File: src/fte_pkg.sv
// Shared constants and types for the fast ethernet transmit encoder
// Functional notes
// - Each data nibble maps to its fixed 5-bit code-group per the sixteen-entry table.
// - Frame start replaces first two preamble nibbles with J (11000) then K (10001).
// - Remaining preamble and data nibbles are sent as code-groups in received order.
// - On transmit enable falling, send T (01101) then R (00111).
// - After R, send IDLE 11111 continuously until transmit enable returns.
// - Code-group 00100 is HALT and marks an error in the stream.
// - Decode check flags invalid codes and control codes inside data, raising receive error; invalid 10000 and 11001 are not flagged.
// - Scrambler is an 11-bit closed-loop LFSR XORed with the serial NRZ bits.
// - Scrambler seed comes from strapped address bits [4:1].
// - A bypass setting skips the scrambler, feeding encoded bits straight to NRZI.
// - Scrambled serial stream is NRZI encoded before line coding.
// - MLT-3 splits NRZI into two streams with alternating one events.
// - Output carries only MLT-3 symbols; no plain binary output mode.
// - One 5-bit code-group per nibble slot, serialized one bit per bit enable.
// - Sequencing follows the standard idle, start, data, end transmit state machine.
`default_nettype none
package fte_pkg;
    localparam int LFSR_W = 11;
    localparam int CODE_W = 5;
    // Bit enable divider default: one serial bit per clock
    localparam int BIT_DIV = 1;
    localparam logic [2:0] BIT_LAST = 3'h4;
    // Control code-groups
    localparam logic [4:0] CG_IDLE = 5'h1F;
    localparam logic [4:0] CG_J = 5'h18;
    localparam logic [4:0] CG_K = 5'h11;
    localparam logic [4:0] CG_T = 5'h0D;
    localparam logic [4:0] CG_R = 5'h07;
    localparam logic [4:0] CG_HALT = 5'h04;
    // Low seed bits filled with ones so the LFSR never starts at zero
    localparam logic [6:0] SEED_FILL = 7'h7F;
    localparam logic [10:0] LFSR_RST = 11'h7FF;
    localparam logic [4:0] STRAP_RST = 5'h01;
    // Cycles for the strap synchroniser to fill with pin values after reset
    localparam logic [1:0] SYNC_FILL = 2'h3;
    // Transmit sequencing states, Gray coded along the frame path
    typedef enum logic [2:0]
    {
        FTE_IDLE = 3'b000,
        FTE_SSD_J = 3'b001,
        FTE_SSD_K = 3'b011,
        FTE_DATA = 3'b010,
        FTE_ESD_T = 3'b110,
        FTE_ESD_R = 3'b111
    } fte_state_e;
    // 4B to 5B data mapping
    function automatic logic [4:0] fte_enc(input logic [3:0] nib);
        logic [4:0] cg;
        cg = CG_IDLE;
        unique case (nib)
            4'h0: cg = 5'h1E;
            4'h1: cg = 5'h09;
            4'h2: cg = 5'h14;
            4'h3: cg = 5'h15;
            4'h4: cg = 5'h0A;
            4'h5: cg = 5'h0B;
            4'h6: cg = 5'h0E;
            4'h7: cg = 5'h0F;
            4'h8: cg = 5'h12;
            4'h9: cg = 5'h13;
            4'hA: cg = 5'h16;
            4'hB: cg = 5'h17;
            4'hC: cg = 5'h1A;
            4'hD: cg = 5'h1B;
            4'hE: cg = 5'h1C;
            4'hF: cg = 5'h1D;
        endcase
        return cg;
    endfunction : fte_enc
endpackage : fte_pkg
`default_nettype wire

File: src/fte_line_if.sv
// Signals between the code-group sequencer and the serial line coder
`timescale 1ns/1ps
`default_nettype none
interface fte_line_if;
    logic bit_en;
    logic code_bit;
    logic bypass;
    logic seed_load;
    logic [10:0] seed;
    logic line_pos;
    logic line_neg;
    modport seq (output bit_en, code_bit, bypass, seed_load, seed, input line_pos, line_neg);
    modport coder (input bit_en, code_bit, bypass, seed_load, seed, output line_pos, line_neg);
endinterface : fte_line_if
`default_nettype wire

File: src/fte_tx_encoder.sv
// 100 Mb/s transmit coding path: 4B/5B sequencing, serializer and code check
`timescale 1ns/1ps
`default_nettype none
module fte_tx_encoder
#(
    parameter int BIT_DIV = fte_pkg::BIT_DIV
)
(
    input wire logic mclk_i,
    input wire logic sys_rst_i,
    input wire logic tx_en_i,
    input wire logic tx_er_i,
    input wire logic [3:0] txd_i,
    input wire logic scr_bypass_i,
    input wire logic [4:0] strap_address_pins_i,
    input wire logic chk_valid_i,
    input wire logic chk_in_data_i,
    input wire logic [4:0] chk_code_i,
    output logic nib_taken_o,
    output logic line_pos_o,
    output logic line_neg_o,
    output logic rx_er_o
);
    import fte_pkg::*;

    fte_line_if lnk ();

    logic [1:0] fill_cnt;
    logic [1:0] next_fill_cnt;
    logic [4:0] strap_s1_v;
    logic [4:0] strap_s2_v;
    logic [4:0] strap_s3_v;
    logic seed_done;
    logic [31:0] div_cnt;
    logic bit_en;
    logic [2:0] bit_cnt;
    logic [4:0] shreg;
    fte_state_e state;
    logic nib_taken;
    logic rx_er;
    logic seed_load;
    logic [31:0] next_div_cnt;
    logic next_bit_en;
    logic [2:0] next_bit_cnt;
    logic [4:0] next_shreg;
    fte_state_e next_state;
    logic next_nib_taken;
    logic next_rx_er;
    logic next_seed_done;
    logic slot_end;

    // Code check: invalid groups other than 10000 and 11001, halt, or control groups seen in data
    function automatic logic fte_bad(input logic [4:0] cg, input logic in_data);
        logic bad;
        bad = 1'b0;
        unique case (cg)
            5'h00, 5'h01, 5'h02, 5'h03, 5'h05, 5'h06, 5'h08, 5'h0C: bad = 1'b1;
            CG_HALT: bad = 1'b1;
            CG_IDLE, CG_J, CG_K, CG_T, CG_R: bad = in_data;
            default: bad = 1'b0;
        endcase
        return bad;
    endfunction : fte_bad

    // Strap pins pass three flops; the seed is caught after reset release
    always_ff @(posedge mclk_i or posedge sys_rst_i)
    begin
        if (sys_rst_i)
        begin
            fill_cnt <= 2'h0;
            strap_s1_v <= STRAP_RST;
            strap_s2_v <= STRAP_RST;
            strap_s3_v <= STRAP_RST;
        end
        else
        begin
            fill_cnt <= next_fill_cnt;
            strap_s1_v <= strap_address_pins_i;
            strap_s2_v <= strap_s1_v;
            strap_s3_v <= strap_s2_v;
        end
    end

    // Seed load once the chain holds pin values, not reset fill, and the later stages agree
    always_comb
    begin
        next_fill_cnt = (fill_cnt == SYNC_FILL) ? fill_cnt : fill_cnt + 2'h1;
        seed_load = !seed_done && (fill_cnt == SYNC_FILL) && (strap_s2_v == strap_s3_v);
        next_seed_done = seed_done | seed_load;
    end

    // Bit enable divider, serial slot counter and sequencer
    always_comb
    begin
        next_div_cnt = div_cnt;
        next_bit_en = 1'b0;
        if (div_cnt >= 32'(BIT_DIV - 1))
        begin
            next_div_cnt = 32'h0000_0000;
            next_bit_en = 1'b1;
        end
        else
        begin
            next_div_cnt = div_cnt + 32'h0000_0001;
        end
        slot_end = bit_en && (bit_cnt == BIT_LAST);
        next_bit_cnt = bit_cnt;
        next_shreg = shreg;
        next_state = state;
        next_nib_taken = 1'b0;
        if (bit_en)
        begin
            next_bit_cnt = slot_end ? 3'h0 : bit_cnt + 3'h1;
            next_shreg = {shreg[3:0], 1'b0};
        end
        // New code-group chosen at each slot boundary
        if (slot_end)
        begin
            unique case (state)
                FTE_IDLE, FTE_ESD_R:
                begin
                    if (tx_en_i)
                    begin
                        next_state = FTE_SSD_J;
                        next_shreg = CG_J;
                        next_nib_taken = 1'b1;
                    end
                    else
                    begin
                        next_state = FTE_IDLE;
                        next_shreg = CG_IDLE;
                    end
                end
                FTE_SSD_J:
                begin
                    next_state = FTE_SSD_K;
                    next_shreg = CG_K;
                    next_nib_taken = 1'b1;
                end
                FTE_SSD_K, FTE_DATA:
                begin
                    if (tx_en_i)
                    begin
                        next_state = FTE_DATA;
                        next_shreg = tx_er_i ? CG_HALT : fte_enc(txd_i);
                        next_nib_taken = 1'b1;
                    end
                    else
                    begin
                        next_state = FTE_ESD_T;
                        next_shreg = CG_T;
                    end
                end
                FTE_ESD_T:
                begin
                    next_state = FTE_ESD_R;
                    next_shreg = CG_R;
                end
                default:
                begin
                    next_state = FTE_IDLE;
                    next_shreg = CG_IDLE;
                end
            endcase
        end
        next_rx_er = chk_valid_i && fte_bad(chk_code_i, chk_in_data_i);
    end

    // Register sequencer state
    always_ff @(posedge mclk_i or posedge sys_rst_i)
    begin
        if (sys_rst_i)
        begin
            div_cnt <= 32'h0000_0000;
            bit_en <= 1'b0;
            bit_cnt <= 3'h0;
            shreg <= CG_IDLE;
            state <= FTE_IDLE;
            nib_taken <= 1'b0;
            rx_er <= 1'b0;
            seed_done <= 1'b0;
        end
        else
        begin
            div_cnt <= next_div_cnt;
            bit_en <= next_bit_en;
            bit_cnt <= next_bit_cnt;
            shreg <= next_shreg;
            state <= next_state;
            nib_taken <= next_nib_taken;
            rx_er <= next_rx_er;
            seed_done <= next_seed_done;
        end
    end

    // Serial bits leave MSB first toward the line coder
    assign lnk.bit_en = bit_en && seed_done;
    assign lnk.code_bit = shreg[4];
    assign lnk.bypass = scr_bypass_i;
    assign lnk.seed_load = seed_load;
    assign lnk.seed = {strap_s3_v[4:1], SEED_FILL};

    fte_line_coder u_coder
    (
        .mclk_i(mclk_i),
        .sys_rst_i(sys_rst_i),
        .lnk(lnk.coder)
    );

    // Outputs
    assign nib_taken_o = nib_taken;
    assign line_pos_o = lnk.line_pos;
    assign line_neg_o = lnk.line_neg;
    assign rx_er_o = rx_er;
endmodule : fte_tx_encoder
`default_nettype wire

File: src/fte_line_coder.sv
// Serial scrambler, NRZI encoder and MLT-3 splitter
`timescale 1ns/1ps
`default_nettype none
module fte_line_coder
(
    input wire logic mclk_i,
    input wire logic sys_rst_i,
    fte_line_if.coder lnk
);
    import fte_pkg::*;

    logic [10:0] lfsr;
    logic nrzi;
    logic [1:0] mlt;
    logic line_pos;
    logic line_neg;
    logic [10:0] next_lfsr;
    logic next_nrzi;
    logic [1:0] next_mlt;
    logic next_line_pos;
    logic next_line_neg;
    logic fb;
    logic nrz;

    // Next values for one serial bit
    always_comb
    begin
        fb = lfsr[10] ^ lfsr[8];
        nrz = lnk.bypass ? lnk.code_bit : (lnk.code_bit ^ fb);
        next_lfsr = lfsr;
        next_nrzi = nrzi;
        next_mlt = mlt;
        next_line_pos = line_pos;
        next_line_neg = line_neg;
        if (lnk.seed_load)
        begin
            next_lfsr = lnk.seed;
        end
        else if (lnk.bit_en)
        begin
            next_lfsr = {lfsr[9:0], fb};
            next_nrzi = nrzi ^ nrz;
            // MLT-3 walks 0, +, 0, - on each one of the NRZI stream
            if (next_nrzi)
            begin
                next_mlt = mlt + 2'h1;
            end
            next_line_pos = (next_mlt == 2'h1);
            next_line_neg = (next_mlt == 2'h3);
        end
    end

    // Register coder state
    always_ff @(posedge mclk_i or posedge sys_rst_i)
    begin
        if (sys_rst_i)
        begin
            lfsr <= LFSR_RST;
            nrzi <= 1'b0;
            mlt <= 2'h0;
            line_pos <= 1'b0;
            line_neg <= 1'b0;
        end
        else
        begin
            lfsr <= next_lfsr;
            nrzi <= next_nrzi;
            mlt <= next_mlt;
            line_pos <= next_line_pos;
            line_neg <= next_line_neg;
        end
    end

    assign lnk.line_pos = line_pos;
    assign lnk.line_neg = line_neg;
endmodule : fte_line_coder
`default_nettype wire

File: config.mk
export PLATFORM = sky130hd
export DESIGN_NAME = fte_tx_encoder
export DESIGN_NICKNAME = d
export VERILOG_FILES = /design/src/fte_pkg.sv /design/src/fte_line_if.sv /design/src/fte_tx_encoder.sv /design/src/fte_line_coder.sv
export SDC_FILE = /design/constraint.sdc
export NUM_CORES = 1
export LEC_CHECK = 0
export ABC_AREA = 1
export BUFFER_PORTS_ARGS = -buffer_cell sky130_fd_sc_hd__buf_2
export CELL_PAD_IN_SITES_DETAIL_PLACEMENT = 0
export CELL_PAD_IN_SITES_GLOBAL_PLACEMENT = 1
export CORE_ASPECT_RATIO = 0.7
export CORE_UTILIZATION = 43
export DETAILED_ROUTE_END_ITERATION = 12
export HOLD_SLACK_MARGIN = 0.15
export PLACE_DENSITY_LB_ADDON = 0.1
export SETUP_SLACK_MARGIN = 0.2
export SYNTH_ARGS = -nofsm -noshare
export SYNTH_HDL_FRONTEND = slang
export SYNTH_SLANG_ARGS = --single-unit
File: constraint.sdc
create_clock -name mclk_i -period 1.8 [get_ports mclk_i]
set_clock_uncertainty 0.1 [all_clocks]
set_input_delay 0.18 -clock mclk_i [delete_from_list [all_inputs] [get_ports mclk_i]]
set_output_delay 0.18 -clock mclk_i [all_outputs]
set_load 0.02 [all_outputs]
Yosys cells after proc, flatten, opt, wreduce, memory -nomap -nowiden:

Memory sizes are Yosys's and may differ from the RTL's.
Cells that the tools add are included.

* input port bits: 21
* memories kept: 1
* logic and storage cells: 89
* output and inout bits: 4
* ROM bits: 80
* bits in registers: 80

Memory list
* (no name shown): depth 16, bits a word 5, read ports 1, clocked after memory_dff 0, write ports 0, RTL line fte_pkg.sv:52 `unique case (nib)`

* reduce and logical (&&, ||, !) cells: 16
* bitwise operators: 5
* mux-type cells: 22
* order comparisons: 1
* add/subtract/negate cells: 4
* eq/ne operators: 23

Operators by type and width (count)
* $add 32x1->32 const B: 1
* $ge 32x1->1 const B: 1
* $mux 32: 1
* $mux 11: 2
* $eq 5x3->1 const B: 4
* $mux 5: 4
* $pmux 5 s4: 1
* $eq 5x4->1 const B: 3
* $eq 5x5->1 const B: 3
* $pmux 3 s4: 1
* $eq 5x2->1 const B: 2
* $eq 3x3->1 const B: 3
* $mux 3: 3
* $reduce_or 9->1: 1
* $eq 3x2->1 const B: 2
* $mux 2: 3
* $eq 5x1->1 const B: 1
* $eq 5x5->1: 1
* $logic_and 1x1->1: 5
* $logic_not 5->1: 1
* $mux 1: 5
* $reduce_or 5->1: 1
* $add 2x1->2 const B: 2
* $eq 2x2->1 const B: 2
* other kinds (13): 18

Logic depth before layout (Yosys ltp):

* word-level depth: 8
* depth in mapped cells: 9
* mapped depth without buffers: 9

Modules after synthesis:

From an unflattened synthesis, not the netlist that was laid out.

* cell total of the unflattened synthesis: 280
* area, all modules: 2387.3 µm²

Modules (own cells, without submodules)
* fte_tx_encoder: cells each 186, times used 1, area an instance 1530.2 µm², sequential area each 810.8 µm²
* fte_line_coder: cells each 94, times used 1, area an instance 857.1 µm², sequential area each 414.1 µm²

Worst setup path after synthesis:

No wires, ideal clock.

* path type: register to register
* from: reg fill_cnt[0]
* to: reg u_coder.lfsr[2]
* clock period less this slack: 1420 ps
* data arrival time: 1262 ps
* path slack: 380 ps
* stages on the path, launching flop included: 9
* library setup time: 58 ps
* required time: 1642 ps
* path buffers: 1
* cell sequence: dfrtp_1 -> ha_1 -> nand2_2 -> nor3_4 -> nand3_2 -> buf_6 -> nand3_1 -> nand2_1 -> inv_1

* longest elaborated chain between the ends: 4
* elaborated cells on any way between the ends: 5
* those cells by class: eq/ne: 1; mux: 1; reduce/logical: 3

RTL lines
* start, declared: RTL line fte_tx_encoder.sv:28 `logic [1:0] fill_cnt;`
* start signal, assigned: RTL line fte_tx_encoder.sv:77 `fill_cnt <= next_fill_cnt;`
* $eq 2x2->1 *: RTL line fte_tx_encoder.sv:88 `seed_load = !seed_done && (fill_cnt == SYNC_FILL) && (strap_s2_v == strap_s3_v);`
* $logic_and 1x1->1 * (2 in a row): RTL line fte_tx_encoder.sv:88
* $mux 11 / $reduce_bool 2->1 (equally long branches)
* end signal, assigned: RTL line fte_line_coder.sv:66 `lfsr <= next_lfsr;`
* end, declared: RTL line fte_line_coder.sv:12 `logic [10:0] lfsr;`

Mark *: on every way between the ends. The rest lies on a longest branch, timed or not.
A chain may end at the register's enable or synchronous reset.

Worst setup path after layout:

* from: in chk_in_data_i
* to: reg rx_er, in the netlist rx_er_o

* longest elaborated chain between the ends: 2

RTL lines
* start, declared: RTL line fte_tx_encoder.sv:17 `input wire logic chk_in_data_i,`
* $pmux 1 s2: RTL line fte_tx_encoder.sv:56 `unique case (cg)`
* $logic_and 1x1->1: RTL line fte_tx_encoder.sv:166 `next_rx_er = chk_valid_i && fte_bad(chk_code_i, chk_in_data_i);`
* named net next_rx_er: RTL line fte_tx_encoder.sv:48 `logic next_rx_er;`
* end signal, assigned: RTL line fte_tx_encoder.sv:191 `rx_er <= next_rx_er;`
* end, declared: RTL line fte_tx_encoder.sv:40 `logic rx_er;`

The timed path passes the listed nets, and every way through them passes these cells.

==> flow_metrics.env <==
export IMPL_synth_xor_area_share_pct=0.385
export IMPL_r2r_slack_ns=0.34
export IMPL_clock_latency_ns=0.30
export IMPL_antenna_found_initial=0
export IMPL_initial_core_util_pct=46.1
export IMPL_maxCapViolations=0
export IMPL_p_int_uw=2350
export IMPL_finalSetupTns_ns=0
export IMPL_syn_avg_cell_area_sq_um=8.31
export IMPL_top_usage_layer="met2"
export IMPL_core_area_sq_um=4940
export IMPL_std_cell_rows=21
export IMPL_p_per_area_nw_per_um2=1290
export IMPL_synth_nets=298
export IMPL_use_met2_pct=24.3
export IMPL_max_freq_mhz=671
export IMPL_combinationalPowerShare_pct=31.7
export IMPL_wirelength_microns=4090
export IMPL_syn2layout_area_growth_pct=22.7
export IMPL_yosys_top_cells_area="dfrtp_1 (32%), dfstp_2 (22%), nand2_1 (13%)"
export IMPL_path_clk_slew_ns=0.09
export IMPL_n_antenna_cell=0
export IMPL_drt_initial_drc_count=65
export IMPL_io_pins=25
export IMPL_cp_end_kind="flop"
export IMPL_worstSetupPathType="primary input to flop"
export IMPL_yosysUniqueCellTypes=27
export IMPL_drtPass1Iterations=4
export IMPL_setup_ws_ns=0.310
export IMPL_nNetsFinal=345
export IMPL_die_x_microns=89.0
export IMPL_portBuffers=24
export IMPL_placed_area_sq_um=2500
export IMPL_status="completed"
export IMPL_synth_top_area_cell="dfrtp_1"
export IMPL_clock_power_share_pct=21.9
export IMPL_clkSinkCount=48
export IMPL_synth_top_family_by_area="simple AND/OR/NAND/NOR gates"
export IMPL_netlist_area_sq_um=2280
export IMPL_synth_simple_area_share_pct=24.0
export IMPL_synth_adder_area_share_pct=1.65
export IMPL_startpoint_type="primary input"
export IMPL_yosys_warnings=0
export IMPL_root_buffer="clkbuf_8"
export IMPL_synth_top_area_share_pct=31.9
export IMPL_cts_tree="done"
export IMPL_wl_per_cell_microns=10.5
export IMPL_required_ns=1.89
export IMPL_grt_pass1_vias=1669
export IMPL_grt_pass1_wl_microns=7110
export IMPL_yosysSeqAreaShare_pct=53.8
export IMPL_finalSetupViolations=0
export IMPL_hold_viol_final=0
export IMPL_grt_met3_usage_pct=4.23
export IMPL_hold_path_class="primary input to flop"
export IMPL_ir_drop_mv=0.557
export IMPL_preCtsSetupSlack_ns=0.156
export IMPL_grt_total_usage_pct=16.9
export IMPL_clockBufferDepth=2
export IMPL_grt_start_max_net_pins=49
export IMPL_cts_buffers_inserted=5
export IMPL_stdcell_area_sq_um=2790
export IMPL_gp_congestion=0.775
export IMPL_cts_max_level=2
export IMPL_min_period_over_period_pct=82.8
export IMPL_netSwitchingFraction_pct=34.8
export IMPL_min_period_ns=1.49
export IMPL_antenna_left=0
export IMPL_net_switching_power_uw=1260
export IMPL_grt_ovfl_total=0
export IMPL_routed_via_density=4.57
export IMPL_leakagePower_uw=0.00144
export IMPL_drive_above_1_share_pct=23.0
export IMPL_use_met1_pct=23.8
export IMPL_die_area_sq_um=5600
export IMPL_rsz0062_at_grt="yes"
export IMPL_worstPathArrival_ns=1.58
export IMPL_vias=1786
export IMPL_critPathMaxFanout=2
export IMPL_hpwl_microns=2760
export IMPL_final_max_slew_violation_count=0
export IMPL_seq_power_share_pct=46.4
export IMPL_drc=0
export IMPL_synth_compound_area_share_pct=9.40
export IMPL_synthMuxAreaShare_pct=0.495
export IMPL_synth_cells=274
export IMPL_synth_seq_cells=48
export IMPL_die_height_microns=62.9
power by group through the flow:
stage	Clock (uW)	Combinational, uW	Sequential, uW
finish	791	1140	1680
global route	866	1360	1730
CTS	827	1120	1680
detailed placement	0	1100	1700
floorplan	0	833	1690
global placement	0	1090	1690
synth_stat cells:
cell	count
nand2_1	76
inv_1	53
dfrtp_1	29
nand3_1	23
o21ai_0	23
dfstp_2	19
a21oi_1	7
nand4_1	7
nor2_1	7
ha_1	3
nand3_2	3
o211ai_1	3
o21ai_1	3
a31oi_1	2
clkbuf_1	2
nand2_2	2
nor2_2	2
a211oi_1	1
buf_2	1
buf_4	1
buf_6	1
conb_1	1
mux2_2	1
nor3_1	1
nor3_4	1
o22ai_1	1
xnor2_1	1
kinds of logic (layout without fill, tap and decap cells):
group	after synthesis	in the layout
other cells	1	1
xor+xnor	1	1
flops	48	48
simple gates	122	123
fa+ha+maj	3	3
mux	1	1
buf+inv	58	105
compound gates	40	40
metrics by stage:
step	utilization, %	cells	hold WS, ns	total power (uW)
final	56.6	391	0.139	3610
after global routing	56.6	391	0.173	3950
after CTS	55.6	387	0.167	3630
after detailed placement	50.7	367	0.139	2790
after global placement	50.7	367	0.135	2790
after floorplan	-	274	0.0845	2520
final cells by class:
type / count / area, sq um
fill: 468 / 2150
sequential: 48 / 1220
multi-input combinational: 169 / 858
timing repair buffer: 44 / 310
inverter: 53 / 199
tap: 69 / 86.3
clock buffer: 5 / 68.8
clock inverter: 3 / 46.3
sequential cells by signal, indices dropped and copies added, names as in the netlist, named ones only:
name                  count
bit_cnt                   3
bit_en                    1
fill_cnt                  2
nib_taken_o               1
rx_er_o                   1
seed_done                 1
shreg                     5
state                     2
strap_s1_v                5
strap_s2_v                5
strap_s3_v                5
u_coder.lfsr             11
u_coder.lnk.line_neg      1
u_coder.lnk.line_pos      1
u_coder.mlt               2
u_coder.nrzi              1
cells in the final DEF (no fill, tap or decap), types with 2 or more instances in the layout:
cell type	instances
nand3_1	23
nand2_1	76
dlygate4sd3_1	11
inv_2	2
nand3_2	2
nor2_1	7
clkbuf_8	5
nand3_4	2
buf_4	8
o21ai_1	3
o211ai_1	3
a21oi_1	6
buf_2	24
nand4_1	7
a31oi_1	2
ha_1	2
nand2_2	2
inv_1	51
dfrtp_1	29
dfstp_2	19
o21ai_0	23
per-layer routing:
layer	part of all wire, %	vias to the layer above
met5	0	-
met4	2.0	0
met3	4.8	7
met2	39	34
met1	55	786
li1	-	959
worst paths after layout:
check | cells past startpoint | from | to
worst max-delay path | 5 | chk_in_data_i | rx_er_o$_DFF_PP0_
worst min-delay path | 4 | chk_code_i[3] | rx_er_o$_DFF_PP0_
worst max register to register | 8 | fill_cnt[0]$_DFFE_PP0P_ | u_coder.lfsr[6]$_DFFE_PP1P_
worst min register to register | 0 | strap_s1_v[1]$_DFF_PP0_ | strap_s2_v[1]$_DFF_PP0_
max in group asynchronous | 4 | sys_rst_i | u_coder.lfsr[0]$_DFFE_PP1P_
min in group asynchronous | 4 | sys_rst_i | bit_en$_DFF_PP0_
worst max-delay path, stage by stage:
cell and delay (ns):
dlygate4sd3_1 0.53, buf_2 0.13, a31oi_1 0.14, dlygate4sd3_1 0.56, nor2_1 0.04
what timing repair did:
| item | in CTS | in global routing |
|---|---|---|
| hold buffers | 12 | 0 |
| endpoints found under the setup margin | 11 | 15 |
| endpoints found under the hold margin | 56 | 0 |
| gates resized for setup | 1 | 5 |
| buffers inserted | 0 | 4 |
| cloned | 0 | 1 |
| pin swaps | 0 | 2 |
(Power assumes the default switching activity.)
